--- src/rtl/scan_seq_pkg.sv ---
// Package: constants, modes and carriers of the queue scan sequencer
package scan_seq_pkg;

	// ----------------------------------------------------------------
	// Register map (byte addresses)
	// ----------------------------------------------------------------
	localparam logic [11:0] ADDR_Q1_CTRL = 12'h000;
	localparam logic [11:0] ADDR_Q2_CTRL = 12'h004;
	localparam logic [11:0] ADDR_STATUS = 12'h008;
	localparam logic [11:0] ADDR_TIMER_CFG = 12'h00C;

	// ----------------------------------------------------------------
	// Field positions
	// ----------------------------------------------------------------
	localparam int CTRL_MODE_LSB = 0;
	localparam int CTRL_ARM_BIT = 8;
	localparam int CTRL_EDGE_BIT = 9;
	localparam int STAT_Q1_COMPLETE = 0;
	localparam int STAT_Q1_PAUSE = 1;
	localparam int STAT_Q1_OVERRUN = 2;
	localparam int STAT_Q2_COMPLETE = 4;
	localparam int STAT_Q2_PAUSE = 5;
	localparam int STAT_Q2_OVERRUN = 6;
	localparam int STAT_Q1_STATE_LSB = 8;
	localparam int STAT_Q2_STATE_LSB = 10;
	localparam int STAT_ARM_LSB = 12;

	// ----------------------------------------------------------------
	// Values after reset and timer figures
	// ----------------------------------------------------------------
	localparam logic [3:0] TIMER_SEL_RST = 4'h0;
	localparam int TIMER_MIN_LOG2 = 7;
	localparam int TIMER_MAX_LOG2 = 17;
	localparam logic [5:0] END_OF_QUEUE_CODE = 6'h3F;

	// ----------------------------------------------------------------
	// Operating modes
	// ----------------------------------------------------------------
	typedef enum logic [2:0] {
		MODE_DISABLED = 3'h0,
		MODE_SW_SINGLE = 3'h1,
		MODE_EXT_SINGLE = 3'h2,
		MODE_GATED_SINGLE = 3'h3,
		MODE_TIMER_SINGLE = 3'h4,
		MODE_SW_CONT = 3'h5,
		MODE_EXT_CONT = 3'h6,
		MODE_TIMER_CONT = 3'h7
	} op_mode_t;

	// Queue state, Gray along idle -> run -> paused
	typedef enum logic [1:0] {
		Q_IDLE = 2'h0,
		Q_RUN = 2'h1,
		Q_PAUSED = 2'h3
	} queue_state_t;

	typedef struct packed {
		logic req;
		logic pause;
		logic eoq_code;
	} word_done_t;
endpackage : scan_seq_pkg

--- src/rtl/adc_queue_scan_sequencer.sv ---
// Scan-mode sequencer for two conversion queues with APB control
`timescale 1ns/100ps
`default_nettype none
module adc_queue_scan_sequencer #(
	parameter int TIMER_BITS = 17
) (
	input wire logic pclk,
	input wire logic presetn,
	input wire logic psel,
	input wire logic penable,
	input wire logic pwrite,
	input wire logic [11:0] paddr,
	input wire logic [31:0] pwdata,
	output logic [31:0] prdata,
	output logic pready,
	output logic pslverr,
	input wire logic ext_trigger1,
	input wire logic ext_trigger2,
	input wire logic converter_clock_tick,
	input wire logic conv_done,
	input wire logic conv_pause_bit,
	input wire logic conv_eoq,
	output logic conv_start,
	output logic conv_abort,
	output logic conv_queue2,
	output logic conv_restart,
	output logic word_fetch
);
	initial begin
		if (TIMER_BITS < scan_seq_pkg::TIMER_MAX_LOG2 || TIMER_BITS > 24)
			$error("TIMER_BITS out of range");
	end

	// ----------------------------------------------------------------
	// State
	// ----------------------------------------------------------------
	typedef struct packed {
		scan_seq_pkg::op_mode_t mode1;
		scan_seq_pkg::op_mode_t mode2;
		logic arm1;
		logic arm2;
		logic edge1;
		logic edge2;
		logic [3:0] tsel;
		scan_seq_pkg::queue_state_t st1;
		scan_seq_pkg::queue_state_t st2;
		logic cf1;
		logic pf1;
		logic tor1;
		logic cf2;
		logic pf2;
		logic tor2;
		logic busy;
		logic active2;
		logic fetch_gap;
		logic restart;
		logic fresh1;
		logic fresh2;
		logic [TIMER_BITS-1:0] timer;
		logic [1:0] sync1;
		logic [1:0] sync2;
		logic trig1_prev;
		logic trig2_prev;
		logic [31:0] rdata;
		logic start;
		logic abort;
	} state_t;

	state_t s_reg;
	state_t s_next;

	// ----------------------------------------------------------------
	// Combinational helpers
	// ----------------------------------------------------------------
	logic acc;
	logic wr;
	logic t1_uses;
	logic t2_uses;
	logic t_expire;
	logic edge1_seen;
	logic edge2_seen;
	logic trig1;
	logic trig2;
	logic gate;
	logic [TIMER_BITS-1:0] t_mask;
	logic [4:0] t_log2;

	assign acc = psel & penable;
	assign wr = acc & pwrite;
	assign gate = s_reg.sync1[1];
	assign pready = 1'b1;
	assign pslverr = 1'b0;
	assign prdata = s_reg.rdata;
	assign conv_start = s_reg.start;
	assign conv_abort = s_reg.abort;
	assign conv_queue2 = s_reg.active2;
	assign conv_restart = s_reg.restart;
	assign word_fetch = s_reg.fetch_gap;

	function automatic logic uses_timer(input scan_seq_pkg::op_mode_t m, input logic arm);
		uses_timer = (m == scan_seq_pkg::MODE_TIMER_CONT) ||
			(m == scan_seq_pkg::MODE_TIMER_SINGLE && arm);
	endfunction

	function automatic logic mode_trigger(input scan_seq_pkg::op_mode_t m, input logic arm,
		input logic edge_in, input logic tick, input logic in_run);
		logic single;
		single = (m == scan_seq_pkg::MODE_SW_SINGLE) || (m == scan_seq_pkg::MODE_EXT_SINGLE)
			|| (m == scan_seq_pkg::MODE_TIMER_SINGLE);
		unique case (m)
			scan_seq_pkg::MODE_SW_SINGLE: mode_trigger = arm;
			scan_seq_pkg::MODE_SW_CONT: mode_trigger = ~in_run;
			scan_seq_pkg::MODE_EXT_SINGLE,
			scan_seq_pkg::MODE_EXT_CONT: mode_trigger = edge_in;
			scan_seq_pkg::MODE_TIMER_SINGLE,
			scan_seq_pkg::MODE_TIMER_CONT: mode_trigger = tick;
			default: mode_trigger = 1'b0;
		endcase
		if (single && !arm)
			mode_trigger = 1'b0;
	endfunction

	always_comb begin
		t_log2 = 5'(scan_seq_pkg::TIMER_MIN_LOG2) + {1'b0, s_reg.tsel};
		if (t_log2 > 5'(scan_seq_pkg::TIMER_MAX_LOG2))
			t_log2 = 5'(scan_seq_pkg::TIMER_MAX_LOG2);
		t_mask = TIMER_BITS'((1 << t_log2) - 1);
	end

	assign t1_uses = uses_timer(s_reg.mode1, s_reg.arm1);
	assign t2_uses = uses_timer(s_reg.mode2, s_reg.arm2);
	assign t_expire = converter_clock_tick && (t1_uses || t2_uses) &&
		((s_reg.timer & t_mask) == t_mask);
	assign edge1_seen = s_reg.edge1 ? (s_reg.sync1[1] & ~s_reg.trig1_prev)
		: (~s_reg.sync1[1] & s_reg.trig1_prev);
	assign edge2_seen = s_reg.edge2 ? (s_reg.sync2[1] & ~s_reg.trig2_prev)
		: (~s_reg.sync2[1] & s_reg.trig2_prev);
	assign trig1 = mode_trigger(s_reg.mode1, s_reg.arm1, edge1_seen, t_expire,
		s_reg.st1 == scan_seq_pkg::Q_RUN);
	assign trig2 = mode_trigger(s_reg.mode2, s_reg.arm2, edge2_seen, t_expire,
		s_reg.st2 == scan_seq_pkg::Q_RUN);

	// ----------------------------------------------------------------
	// Next state
	// ----------------------------------------------------------------
	always_comb begin
		logic done1;
		logic done2;
		logic go1;
		logic gated;
		logic [5:0] hw_set;
		hw_set = '0;
		s_next = s_reg;
		s_next.start = 1'b0;
		s_next.abort = 1'b0;
		s_next.restart = 1'b0;
		s_next.fetch_gap = 1'b0;
		s_next.sync1 = {s_reg.sync1[0], ext_trigger1};
		s_next.sync2 = {s_reg.sync2[0], ext_trigger2};
		s_next.trig1_prev = s_reg.sync1[1];
		s_next.trig2_prev = s_reg.sync2[1];
		done1 = conv_done && s_reg.busy && !s_reg.active2;
		done2 = conv_done && s_reg.busy && s_reg.active2;
		gated = s_reg.mode1 == scan_seq_pkg::MODE_GATED_SINGLE;
		// Flags start clear so that the logic below shows only this cycle's events
		s_next.cf1 = 1'b0;
		s_next.pf1 = 1'b0;
		s_next.tor1 = 1'b0;
		s_next.cf2 = 1'b0;
		s_next.pf2 = 1'b0;
		s_next.tor2 = 1'b0;

		// Timer: counts on converter-clock ticks, rolls at interval
		if (!(t1_uses || t2_uses))
			s_next.timer = '0;
		else if (converter_clock_tick)
			s_next.timer = t_expire ? '0 : s_reg.timer + 1'b1;

		// Queue 1 and queue 2 word completion
		if (done1) begin
			s_next.busy = 1'b0;
			if (conv_eoq) begin
				s_next.st1 = scan_seq_pkg::Q_IDLE;
				s_next.cf1 = 1'b1;
				s_next.fetch_gap = 1'b1;
				if (s_reg.mode1 != scan_seq_pkg::MODE_SW_CONT &&
					s_reg.mode1 != scan_seq_pkg::MODE_EXT_CONT &&
					s_reg.mode1 != scan_seq_pkg::MODE_TIMER_CONT)
					s_next.arm1 = 1'b0;
				if (!t2_uses || s_reg.st2 == scan_seq_pkg::Q_IDLE)
					s_next.timer = '0;
			end else if (gated && !gate) begin
				s_next.st1 = scan_seq_pkg::Q_IDLE;
				s_next.arm1 = 1'b0;
				s_next.pf1 = 1'b1;
			end else if (conv_pause_bit && !gated) begin
				s_next.st1 = scan_seq_pkg::Q_PAUSED;
				s_next.pf1 = 1'b1;
			end
		end
		if (done2) begin
			s_next.busy = 1'b0;
			if (conv_eoq) begin
				s_next.st2 = scan_seq_pkg::Q_IDLE;
				s_next.cf2 = 1'b1;
				s_next.fetch_gap = 1'b1;
				if (s_reg.mode2 != scan_seq_pkg::MODE_SW_CONT &&
					s_reg.mode2 != scan_seq_pkg::MODE_EXT_CONT &&
					s_reg.mode2 != scan_seq_pkg::MODE_TIMER_CONT)
					s_next.arm2 = 1'b0;
				if (!t1_uses || s_reg.st1 == scan_seq_pkg::Q_IDLE)
					s_next.timer = '0;
			end else if (conv_pause_bit) begin
				s_next.st2 = scan_seq_pkg::Q_PAUSED;
				s_next.pf2 = 1'b1;
			end
		end

		// Triggers: overrun while running, else start or resume
		go1 = 1'b0;
		if (gated) begin
			if (s_reg.arm1 && gate && s_reg.st1 == scan_seq_pkg::Q_IDLE && !done1) begin
				s_next.st1 = scan_seq_pkg::Q_RUN;
				s_next.fresh1 = 1'b1;
			end
		end else if (trig1) begin
			if (s_reg.st1 == scan_seq_pkg::Q_RUN) begin
				if (s_reg.mode1 != scan_seq_pkg::MODE_SW_CONT)
					s_next.tor1 = 1'b1;
			end else if (!done1) begin
				s_next.fresh1 = s_reg.st1 == scan_seq_pkg::Q_IDLE;
				s_next.st1 = scan_seq_pkg::Q_RUN;
				go1 = 1'b1;
			end
		end
		if (trig2) begin
			if (s_reg.st2 == scan_seq_pkg::Q_RUN)
				s_next.tor2 = s_reg.mode2 != scan_seq_pkg::MODE_SW_CONT;
			else if (!done2) begin
				s_next.fresh2 = s_reg.st2 == scan_seq_pkg::Q_IDLE;
				s_next.st2 = scan_seq_pkg::Q_RUN;
			end
		end

		// Dispatch: queue 1 first; it preempts running queue 2
		if (s_next.st1 == scan_seq_pkg::Q_RUN && s_reg.busy && s_reg.active2 && !done2) begin
			s_next.abort = 1'b1;
			s_next.busy = 1'b0;
			s_next.st2 = scan_seq_pkg::Q_PAUSED;
		end else if (!s_next.busy && !s_reg.fetch_gap && !s_next.fetch_gap) begin
			if (s_next.st1 == scan_seq_pkg::Q_RUN) begin
				s_next.busy = 1'b1;
				s_next.active2 = 1'b0;
				s_next.start = 1'b1;
				s_next.restart = s_next.fresh1;
				s_next.fresh1 = 1'b0;
			end else if (s_next.st2 == scan_seq_pkg::Q_RUN &&
				s_reg.mode1 != scan_seq_pkg::MODE_SW_CONT) begin
				s_next.busy = 1'b1;
				s_next.active2 = 1'b1;
				s_next.start = 1'b1;
				s_next.restart = s_next.fresh2;
				s_next.fresh2 = 1'b0;
			end
		end

		// Register writes; set by hardware wins over clear
		hw_set = {s_next.tor2, s_next.pf2, s_next.cf2, s_next.tor1, s_next.pf1, s_next.cf1};
		s_next.cf1 = s_reg.cf1 | hw_set[0];
		s_next.pf1 = s_reg.pf1 | hw_set[1];
		s_next.tor1 = s_reg.tor1 | hw_set[2];
		s_next.cf2 = s_reg.cf2 | hw_set[3];
		s_next.pf2 = s_reg.pf2 | hw_set[4];
		s_next.tor2 = s_reg.tor2 | hw_set[5];
		if (wr) begin
			unique case (paddr)
				scan_seq_pkg::ADDR_Q1_CTRL: begin
					if (pwdata[scan_seq_pkg::CTRL_MODE_LSB +: 3] != s_reg.mode1) begin
						s_next.mode1 = scan_seq_pkg::op_mode_t'(
							pwdata[scan_seq_pkg::CTRL_MODE_LSB +: 3]);
						s_next.st1 = scan_seq_pkg::Q_IDLE;
						s_next.abort = s_reg.busy && !s_reg.active2;
						s_next.busy = s_reg.busy && s_reg.active2;
						s_next.start = 1'b0;
						s_next.arm1 = pwdata[scan_seq_pkg::CTRL_ARM_BIT];
						if (uses_timer(s_next.mode1, s_next.arm1))
							s_next.timer = '0;
					end else if (pwdata[scan_seq_pkg::CTRL_ARM_BIT])
						s_next.arm1 = 1'b1;
					s_next.edge1 = pwdata[scan_seq_pkg::CTRL_EDGE_BIT];
				end
				scan_seq_pkg::ADDR_Q2_CTRL: begin
					if (pwdata[scan_seq_pkg::CTRL_MODE_LSB +: 3] != s_reg.mode2) begin
						s_next.mode2 = scan_seq_pkg::op_mode_t'(
							pwdata[scan_seq_pkg::CTRL_MODE_LSB +: 3]);
						if (s_next.mode2 == scan_seq_pkg::MODE_GATED_SINGLE)
							s_next.mode2 = scan_seq_pkg::MODE_DISABLED;
						s_next.st2 = scan_seq_pkg::Q_IDLE;
						s_next.abort = s_reg.busy && s_reg.active2;
						s_next.busy = s_reg.busy && !s_reg.active2;
						s_next.start = s_next.start && !s_reg.busy ? 1'b0 : s_next.start;
						s_next.arm2 = pwdata[scan_seq_pkg::CTRL_ARM_BIT];
					end else if (pwdata[scan_seq_pkg::CTRL_ARM_BIT])
						s_next.arm2 = 1'b1;
					s_next.edge2 = pwdata[scan_seq_pkg::CTRL_EDGE_BIT];
				end
				scan_seq_pkg::ADDR_STATUS: begin
					// Write one to clear; events this cycle keep the flag
					if (pwdata[scan_seq_pkg::STAT_Q1_COMPLETE] && !hw_set[0])
						s_next.cf1 = 1'b0;
					if (pwdata[scan_seq_pkg::STAT_Q1_PAUSE] && !hw_set[1])
						s_next.pf1 = 1'b0;
					if (pwdata[scan_seq_pkg::STAT_Q1_OVERRUN] && !hw_set[2])
						s_next.tor1 = 1'b0;
					if (pwdata[scan_seq_pkg::STAT_Q2_COMPLETE] && !hw_set[3])
						s_next.cf2 = 1'b0;
					if (pwdata[scan_seq_pkg::STAT_Q2_PAUSE] && !hw_set[4])
						s_next.pf2 = 1'b0;
					if (pwdata[scan_seq_pkg::STAT_Q2_OVERRUN] && !hw_set[5])
						s_next.tor2 = 1'b0;
				end
				scan_seq_pkg::ADDR_TIMER_CFG: s_next.tsel = pwdata[3:0];
				default: ;
			endcase
		end

		// Read data, arm bits of the control registers read zero; status shows arm1 and arm2
		s_next.rdata = '0;
		if (psel && !penable && !pwrite) begin
			unique case (paddr)
				scan_seq_pkg::ADDR_Q1_CTRL: begin
					s_next.rdata[scan_seq_pkg::CTRL_MODE_LSB +: 3] = s_reg.mode1;
					s_next.rdata[scan_seq_pkg::CTRL_EDGE_BIT] = s_reg.edge1;
				end
				scan_seq_pkg::ADDR_Q2_CTRL: begin
					s_next.rdata[scan_seq_pkg::CTRL_MODE_LSB +: 3] = s_reg.mode2;
					s_next.rdata[scan_seq_pkg::CTRL_EDGE_BIT] = s_reg.edge2;
				end
				scan_seq_pkg::ADDR_STATUS: begin
					s_next.rdata[scan_seq_pkg::STAT_Q1_COMPLETE] = s_reg.cf1;
					s_next.rdata[scan_seq_pkg::STAT_Q1_PAUSE] = s_reg.pf1;
					s_next.rdata[scan_seq_pkg::STAT_Q1_OVERRUN] = s_reg.tor1;
					s_next.rdata[scan_seq_pkg::STAT_Q2_COMPLETE] = s_reg.cf2;
					s_next.rdata[scan_seq_pkg::STAT_Q2_PAUSE] = s_reg.pf2;
					s_next.rdata[scan_seq_pkg::STAT_Q2_OVERRUN] = s_reg.tor2;
					s_next.rdata[scan_seq_pkg::STAT_Q1_STATE_LSB +: 2] = s_reg.st1;
					s_next.rdata[scan_seq_pkg::STAT_Q2_STATE_LSB +: 2] = s_reg.st2;
					s_next.rdata[scan_seq_pkg::STAT_ARM_LSB +: 2] = {s_reg.arm2, s_reg.arm1};
				end
				scan_seq_pkg::ADDR_TIMER_CFG: s_next.rdata[3:0] = s_reg.tsel;
				default: ;
			endcase
		end
	end

	always_ff @(posedge pclk or negedge presetn) begin
		if (!presetn) begin
			s_reg <= '0;
			s_reg.tsel <= scan_seq_pkg::TIMER_SEL_RST;
		end else begin
			s_reg <= s_next;
		end
	end
endmodule // adc_queue_scan_sequencer
`default_nettype wire

--- config.mk ---
export PLATFORM = sky130hd
export DESIGN_NAME = adc_queue_scan_sequencer
export DESIGN_NICKNAME = d
export VERILOG_FILES = /design/src/rtl/scan_seq_pkg.sv /design/src/rtl/adc_queue_scan_sequencer.sv
export SDC_FILE = /design/constraint.sdc
export NUM_CORES = 1
export LEC_CHECK = 0
export BUFFER_PORTS_ARGS = -buffer_cell sky130_fd_sc_hd__buf_2
export CAP_MARGIN = 20
export CELL_PAD_IN_SITES_DETAIL_PLACEMENT = 1
export CELL_PAD_IN_SITES_GLOBAL_PLACEMENT = 2
export CORE_UTILIZATION = 33
export DETAILED_ROUTE_END_ITERATION = 8
export PLACE_DENSITY = 0.83
export SYNTH_ARGS = -nofsm -noshare
export SYNTH_HDL_FRONTEND = slang
export SYNTH_SLANG_ARGS = --single-unit
export TNS_END_PERCENT = 100
--- constraint.sdc ---
create_clock -name pclk -period 4.6 [get_ports pclk]
set_clock_uncertainty 0.2 [all_clocks]
set_input_delay 0.92 -clock pclk [delete_from_list [all_inputs] [get_ports pclk]]
set_output_delay 0.92 -clock pclk [all_outputs]
set_load 0.02 [all_outputs]
==> metrics.yaml, run 1 <==
wl_mm: 12.5
grt_overflow: 0
tightest_slew_ns: 0.853
cp_slowest_cell: "or4b_4"
synth_edf_count: 0
critPathMaxFanout: 10
drv_slew: 0
cts_made_buffers: 9
cts_tree: "done"
syn_area_mm2: 0.00453
clk_latency_ns: 0.35
swShare: 0.288
grt_max_degree: 37
synth_area_per_cell_um2: 8.58
routabilityCongestion: 0.830
dp_slack_ns: 0.302
rows: 42
drv_cap: 0
ant_nets: 0
ioPinCount: 94
cp_data_arrival_time_ns: 4.36
pwr-share-seq: 0.416
worst_path_most_repeated_cell: "or3_1"
remaining_drc_errors: 0
multiInputGateArea_mm2: 0.00244
yosys_warnings: 0
path_clk_slew_ns: 0.06
r2r-start: "s_reg[74]"
synth_compound_area_frac: 0.178
grt_first_pass_wirelength_mm: 20.6
synth_xor_area_frac: 0.0484
layout_setup_ws_ns: 0.306
outcome: "finished, final reports clean"
crit_required_ns: 4.67
crit_chain: "or4_4 > nor2_2 > nand2_1 > ha_1 > o211ai_1 > a21oi_1 > o221ai_1 > or3_1 > or4b_4 > nor4_2 > o21ai_2 > or3_1 > a21boi_1"
power_density_mw_per_mm2: 310
critPathKind: "flip-flop to flip-flop"
slew_headroom: 0.431
die_h_um: 119
power.switching_w: 0.000452
power_w: 0.00157
nets: 617
grt_pass1_vias: 3922
setup_viol: 0
synth_cells: 528
p_int_w: 0.00112
drt_iter0_markers: 250
setup_tns_ns: 0
synth_seq_cells: 68
area_delta_synth_final_pct: 11.7
design.core.area_mm2: 0.0133
synth_flop_cell: "dfrtp_1"
async_flop_share: 1.00
h-tree-depth: 3
cts_resized: 0
num_vias: 3866
end_kind: "flip-flop"
antenna_found_initial: 0
yosys.area_share.adder: 0.00829
die_w_um: 119
comb_power_share: 0.131
firstDrtPassIters: 4
hold_viol_final: 0
die-area_mm2: 0.0142
largest_reg_flops: 46
fin_area_mm2: 0.00506
synth_cell_types: 78
portBuffers: 49
clock_power_share: 0.453
hp-class: "flip-flop to flip-flop"
fillers: 1588
yosys-mux-area-fraction: 0.0448
n_antenna_cell: 0
cpPeakStageDelay_ns: 0.60
ctsHoldBuffers: 0
crit_path_start_kind: "flip-flop"
critPathLaunch: "s_reg[74]"
period_needed_ns: 4.29
ys_seq_area_frac: 0.376
initial_core_util: 0.341
rsz0062_at_grt: "false"
peakVddDrop_mv: 0.141
critPathBufInv: 0
post_dp_cell_area_mm2: 0.00476
viasPerCell: 5.22
ctsRootBufferMaster: "clkbuf_16"
drive_gt1_frac: 0.202
p_leak_nw: 2.23
path_delay_family: "simple AND/OR/NAND/NOR gates"
timing.fmax_mhz: 233
synth_top_family_by_area: "simple AND/OR/NAND/NOR gates"
track_usage: 0.185
final-seq-area_mm2: 0.00170
synth-simple-area-share: 0.242
finalCritPeriodShare: 0.934
clock-sinks: 68
clockBufferDepth: 2
hpwl_mm: 9.34
cts_setup_buffers: 0
wl_per_cell_um: 16.9
min-delay-start: "s_next[37]"
==> power by group through the flow <==
stage	Clock [W]	Sequential, W	Combinational, W
floorplan	0	0.000656	0.000161
global placement	0	0.000663	0.000199
detailed placement	0	0.000664	0.000207
CTS	0.000727	0.000653	0.000208
global route	0.000744	0.000659	0.000231
finish	0.000711	0.000653	0.000206
==> metal layers <==
layer / vias up / routed length [um] / track usage
met4: 0 / 299 / 0.0712
met5: - / 0 / 0
met3: 22 / 435 / 0.0431
li1: 1855 / - / -
met2: 70 / 6190 / 0.309
met1: 1919 / 5570 / 0.231
==> final cells by class <==
class,instances,share of cell area
Clock buffer,9,0.0445
Timing Repair Buffer,59,0.0633
Clock inverter,7,0.0148
Tap cell,176,0.0435
Sequential cell,68,0.336
Multi-Input combinational cell,402,0.483
Inverter,19,0.0141
==> metrics by stage <==
step / std cells / hold slack [ns] / util
finish: 740 / 0.151 / 0.380
global route: 740 / 0.176 / 0.380
CTS: 740 / 0.155 / 0.380
detailed placement: 724 / 0.141 / 0.358
global placement: 724 / 0.139 / 0.358
floorplan: 548 / 0.131 / -
==> final timing paths <==
kind	to	slack, ns	cells after the start
max	s_reg[70]	0.31	13
max reg2reg	s_reg[70]	0.31	13
min reg2reg	s_next[34]	0.15	0
max in group asynchronous	s_reg[54]	2.76	2
min in group asynchronous	prdata[11]	0.48	1
min	s_next[34]	0.15	0
==> cell families after synthesis <==
family / Yosys count
simple gates: 218
compound gates: 119
buf+inv: 78
flops: 68
xor+xnor: 25
mux: 15
fa+ha+maj: 3
other cells: 2
==> synthesized netlist by cell type (3+ instances only) <==
| cell type | n | area [um2] |
|---|---|---|
| and2_1 | 9 | 56.3 |
| clkbuf_1 | 17 | 63.8 |
| ha_1 | 3 | 37.5 |
| xor2_1 | 10 | 87.6 |
| inv_1 | 19 | 71.3 |
| buf_4 | 34 | 255 |
| o31ai_1 | 4 | 30.0 |
| nand4_1 | 8 | 50.1 |
| a21oi_1 | 24 | 120 |
| nand3b_1 | 6 | 45.0 |
| nand2_1 | 61 | 229 |
| o21ai_0 | 34 | 170 |
| or3_1 | 4 | 25.0 |
| o211ai_1 | 5 | 37.5 |
| and3_1 | 6 | 37.5 |
| xnor2_1 | 15 | 131 |
| mux2_2 | 9 | 101 |
| nor3_1 | 12 | 60.1 |
| a21o_1 | 3 | 22.5 |
| a31oi_1 | 7 | 43.8 |
| nor2_1 | 61 | 229 |
| nand3_1 | 10 | 50.1 |
| nor4_1 | 5 | 31.3 |
| nand2b_1 | 9 | 56.3 |
| mux2i_1 | 3 | 30.0 |
| dfrtp_1 | 68 | 1700 |
| o22ai_1 | 4 | 25.0 |
| o21bai_1 | 4 | 30.0 |
| a211oi_1 | 3 | 22.5 |
| buf_1 | 3 | 11.3 |
==> placed cells by master, fill, tap and decap left out, types with 3 or more instances in the layout <==
| cell type | netlist | final |
|---|---|---|
| buf_2 | 0 | 49 |
| nor3_1 | 12 | 12 |
| nand3b_1 | 6 | 6 |
| o211ai_1 | 5 | 5 |
| xor2_1 | 10 | 10 |
| o31ai_1 | 4 | 4 |
| ha_1 | 3 | 3 |
| nand2b_1 | 9 | 9 |
| clkbuf_16 | 0 | 9 |
| or3_1 | 4 | 4 |
| o22ai_1 | 4 | 4 |
| a31oi_1 | 7 | 7 |
| o21ai_0 | 34 | 34 |
| and2_1 | 9 | 9 |
| nor4_1 | 5 | 5 |
| nand4_1 | 8 | 8 |
| nand2_1 | 61 | 61 |
| conb_1 | 2 | 22 |
| a21oi_1 | 24 | 24 |
| dfrtp_1 | 68 | 68 |
| and3_1 | 6 | 6 |
| a211oi_1 | 3 | 3 |
| inv_1 | 19 | 19 |
| o21bai_1 | 4 | 4 |
| clkinv_4 | 0 | 3 |
| nor2_1 | 61 | 61 |
| xnor2_1 | 15 | 15 |
| mux2i_1 | 3 | 3 |
| buf_4 | 34 | 10 |
| a21o_1 | 3 | 3 |
| mux2_2 | 9 | 9 |
| nand3_1 | 10 | 10 |
(Power assumes the default switching activity.)
==> run 2: changes to the inputs <==
--- a/config.mk
+++ b/config.mk
@@ -9,9 +9,9 @@
 export CAP_MARGIN = 20
 export CELL_PAD_IN_SITES_DETAIL_PLACEMENT = 1
 export CELL_PAD_IN_SITES_GLOBAL_PLACEMENT = 2
-export CORE_UTILIZATION = 33
+export CORE_UTILIZATION = 30
 export DETAILED_ROUTE_END_ITERATION = 8
-export PLACE_DENSITY = 0.83
+export PLACE_DENSITY = 0.8
 export SYNTH_ARGS = -nofsm -noshare
 export SYNTH_HDL_FRONTEND = slang
 export SYNTH_SLANG_ARGS = --single-unit
==> constraint.sdc (replaced) <==
create_clock -name pclk -period 3.7 [get_ports pclk]
set_clock_uncertainty 0.2 [all_clocks]
set_input_delay 0.74 -clock pclk [delete_from_list [all_inputs] [get_ports pclk]]
set_output_delay 0.74 -clock pclk [all_outputs]
set_load 0.02 [all_outputs]
==> metrics.yaml, run 2 (synthesis results as in run 1) <==
final_common_cell: "dfrtp_1"
hp-class: "flip-flop to flip-flop"
mostFrequentLayoutCells: "dfrtp_1, nor2_1, nand2_1, buf_2, o21ai_0"
end_kind: "flip-flop"
num_vias: 4001
viasPerCell: 5.20
finalCritPeriodShare: 1.09
path_clk_slew_ns: 0.06
hold_viol_final: 0
period_needed_ns: 4.04
cp_slowest_cell: "or4b_4"
n_antenna_cell: 0
peakVddDrop_mv: 0.317
die-area_mm2: 0.0156
remaining_drc_errors: 6
outcome: "finished, violations left"
drive_gt1_frac: 0.251
fillers: 1733
critPathKind: "flip-flop to flip-flop"
crit_required_ns: 3.78
critPathMaxFanout: 3
die_h_um: 125
die_w_um: 125
nets: 639
violations: "design-rule violations, negative setup slack"
timing.fmax_mhz: 248
holdPathStages: 0
grt_first_pass_wirelength_mm: 22.0
tightest_slew_ns: 0.904
initial_core_util: 0.309
rows: 44
power_w: 0.00199
rsz0062_at_grt: "true"
wl_per_cell_um: 17.3
power_density_mw_per_mm2: 373
largest_reg_flops: 46
area_delta_synth_final_pct: 17.8
crit_path_start_kind: "flip-flop"
cts_tree: "done"
r2r_cells: 13
cp_data_arrival_time_ns: 4.12
routabilityCongestion: 0.829
drv_slew: 0
worst_path_most_repeated_cell: "or4b_4"
portBuffers: 49
ant_nets: 0
track_usage: 0.181
slew_headroom: 0.397
grt_pass1_vias: 4179
dp_slack_ns: -0.300
drv_cap: 0
wl_mm: 13.3
ctsRootBufferMaster: "clkbuf_16"
ioPinCount: 94
clock-sinks: 68
h-tree-depth: 3
antenna_found_initial: 0
grt_overflow: 0
p_leak_nw: 2.36
clockBufferDepth: 2
firstDrtPassIters: 6
setup_viol: 29
hpwl_mm: 9.86
clk_latency_ns: 0.35
cpPeakStageDelay_ns: 0.58
design.core.area_mm2: 0.0146
layout_setup_ws_ns: -0.336
drt_iter0_markers: 203
grt_max_degree: 69
cts_made_buffers: 9
crit_chain: "or4_4 > nor2_4 > nand2_4 > ha_4 > o211ai_1 > a21oi_1 > o221ai_1 > or3_1 > or4b_4 > o31ai_4 > a31oi_1 > or4b_4 > a21oi_2"
-- run 2: cell count changes in the layout (fill, tap and decap cells not counted), sizes merged --
cell	previous run	this run
clkinv	5	2
clkbuf	9	11
buf	59	81
clkinvlp	0	1
-- run 2: per-stage QoR --
stage	util	hold slack [ns]	std cells	TNS, ns	area (um2)
after detailed placement	0.335	0.136	749	-2.52	4910
final	0.364	0.146	770	-3.01	5330
after global placement	0.335	0.138	749	-1.42	4910
after CTS	0.361	0.148	768	-1.68	5290
after global routing	0.364	0.150	770	-8.20	5330
after floorplan	-	0.131	548	-0.0385	4620
-- run 2: power by group --
part	leakage, nW	total [W]	switching, W	internal [W]
combinational	1.33	0.000280	0.000182	0.0000983
clock	0.146	0.000890	0.000348	0.000542
sequential	0.889	0.000817	0.0000401	0.000776
-- run 2: cell type report --
| type | instances | area, um2 | area share |
|---|---|---|---|
| multi-input combinational | 402 | 2520 | 0.473 |
| sequential | 68 | 1700 | 0.319 |
| timing repair buffer | 81 | 503 | 0.0943 |
| clock buffer | 11 | 243 | 0.0455 |
| tap | 184 | 230 | 0.0432 |
| inverter | 19 | 71.3 | 0.0134 |
| clock inverter | 5 | 60.1 | 0.0113 |
-- run 2: routing by layer --
metal,global-route usage,wire length (um),up-vias,part of all wire
met3,0.0464,570,24,0.043
met5,0,0,-,0
met4,0.0868,439,0,0.033
li1,-,-,1896,-
met2,0.310,6740,85,0.51
met1,0.211,5570,1996,0.42
-- run 2: critical path, delay by kind of cell, from the launching register on --
family	cells	cell delay [ns]
fa+ha+maj	1	0.27
compound gates	6	0.88
simple gates	6	2.23
flops	1	0.38
-- run 2: timing repair --
| item | CTS | global route |
|---|---|---|
| hold buffers | 0 | 0 |
| pin swaps | 4 | 4 |
| hold endpoints to repair | 0 | 0 |
| setup buffers | 3 | 2 |
| gates cloned | 0 | 0 |
| gates resized for setup | 10 | 10 |
| setup endpoints to repair | 28 | 30 |
-- run 2: worst paths after layout --
kind / startpoint / end / slack, ns
min: s_next[39] / gate / 0.15
min reg2reg: s_next[39] / gate / 0.15
max in group asynchronous: presetn / s_reg[77] / 2.40
max: s_reg[75] / conv_restart / -0.34
max reg2reg: s_reg[75] / conv_restart / -0.34
min in group asynchronous: presetn / word_fetch / 0.33
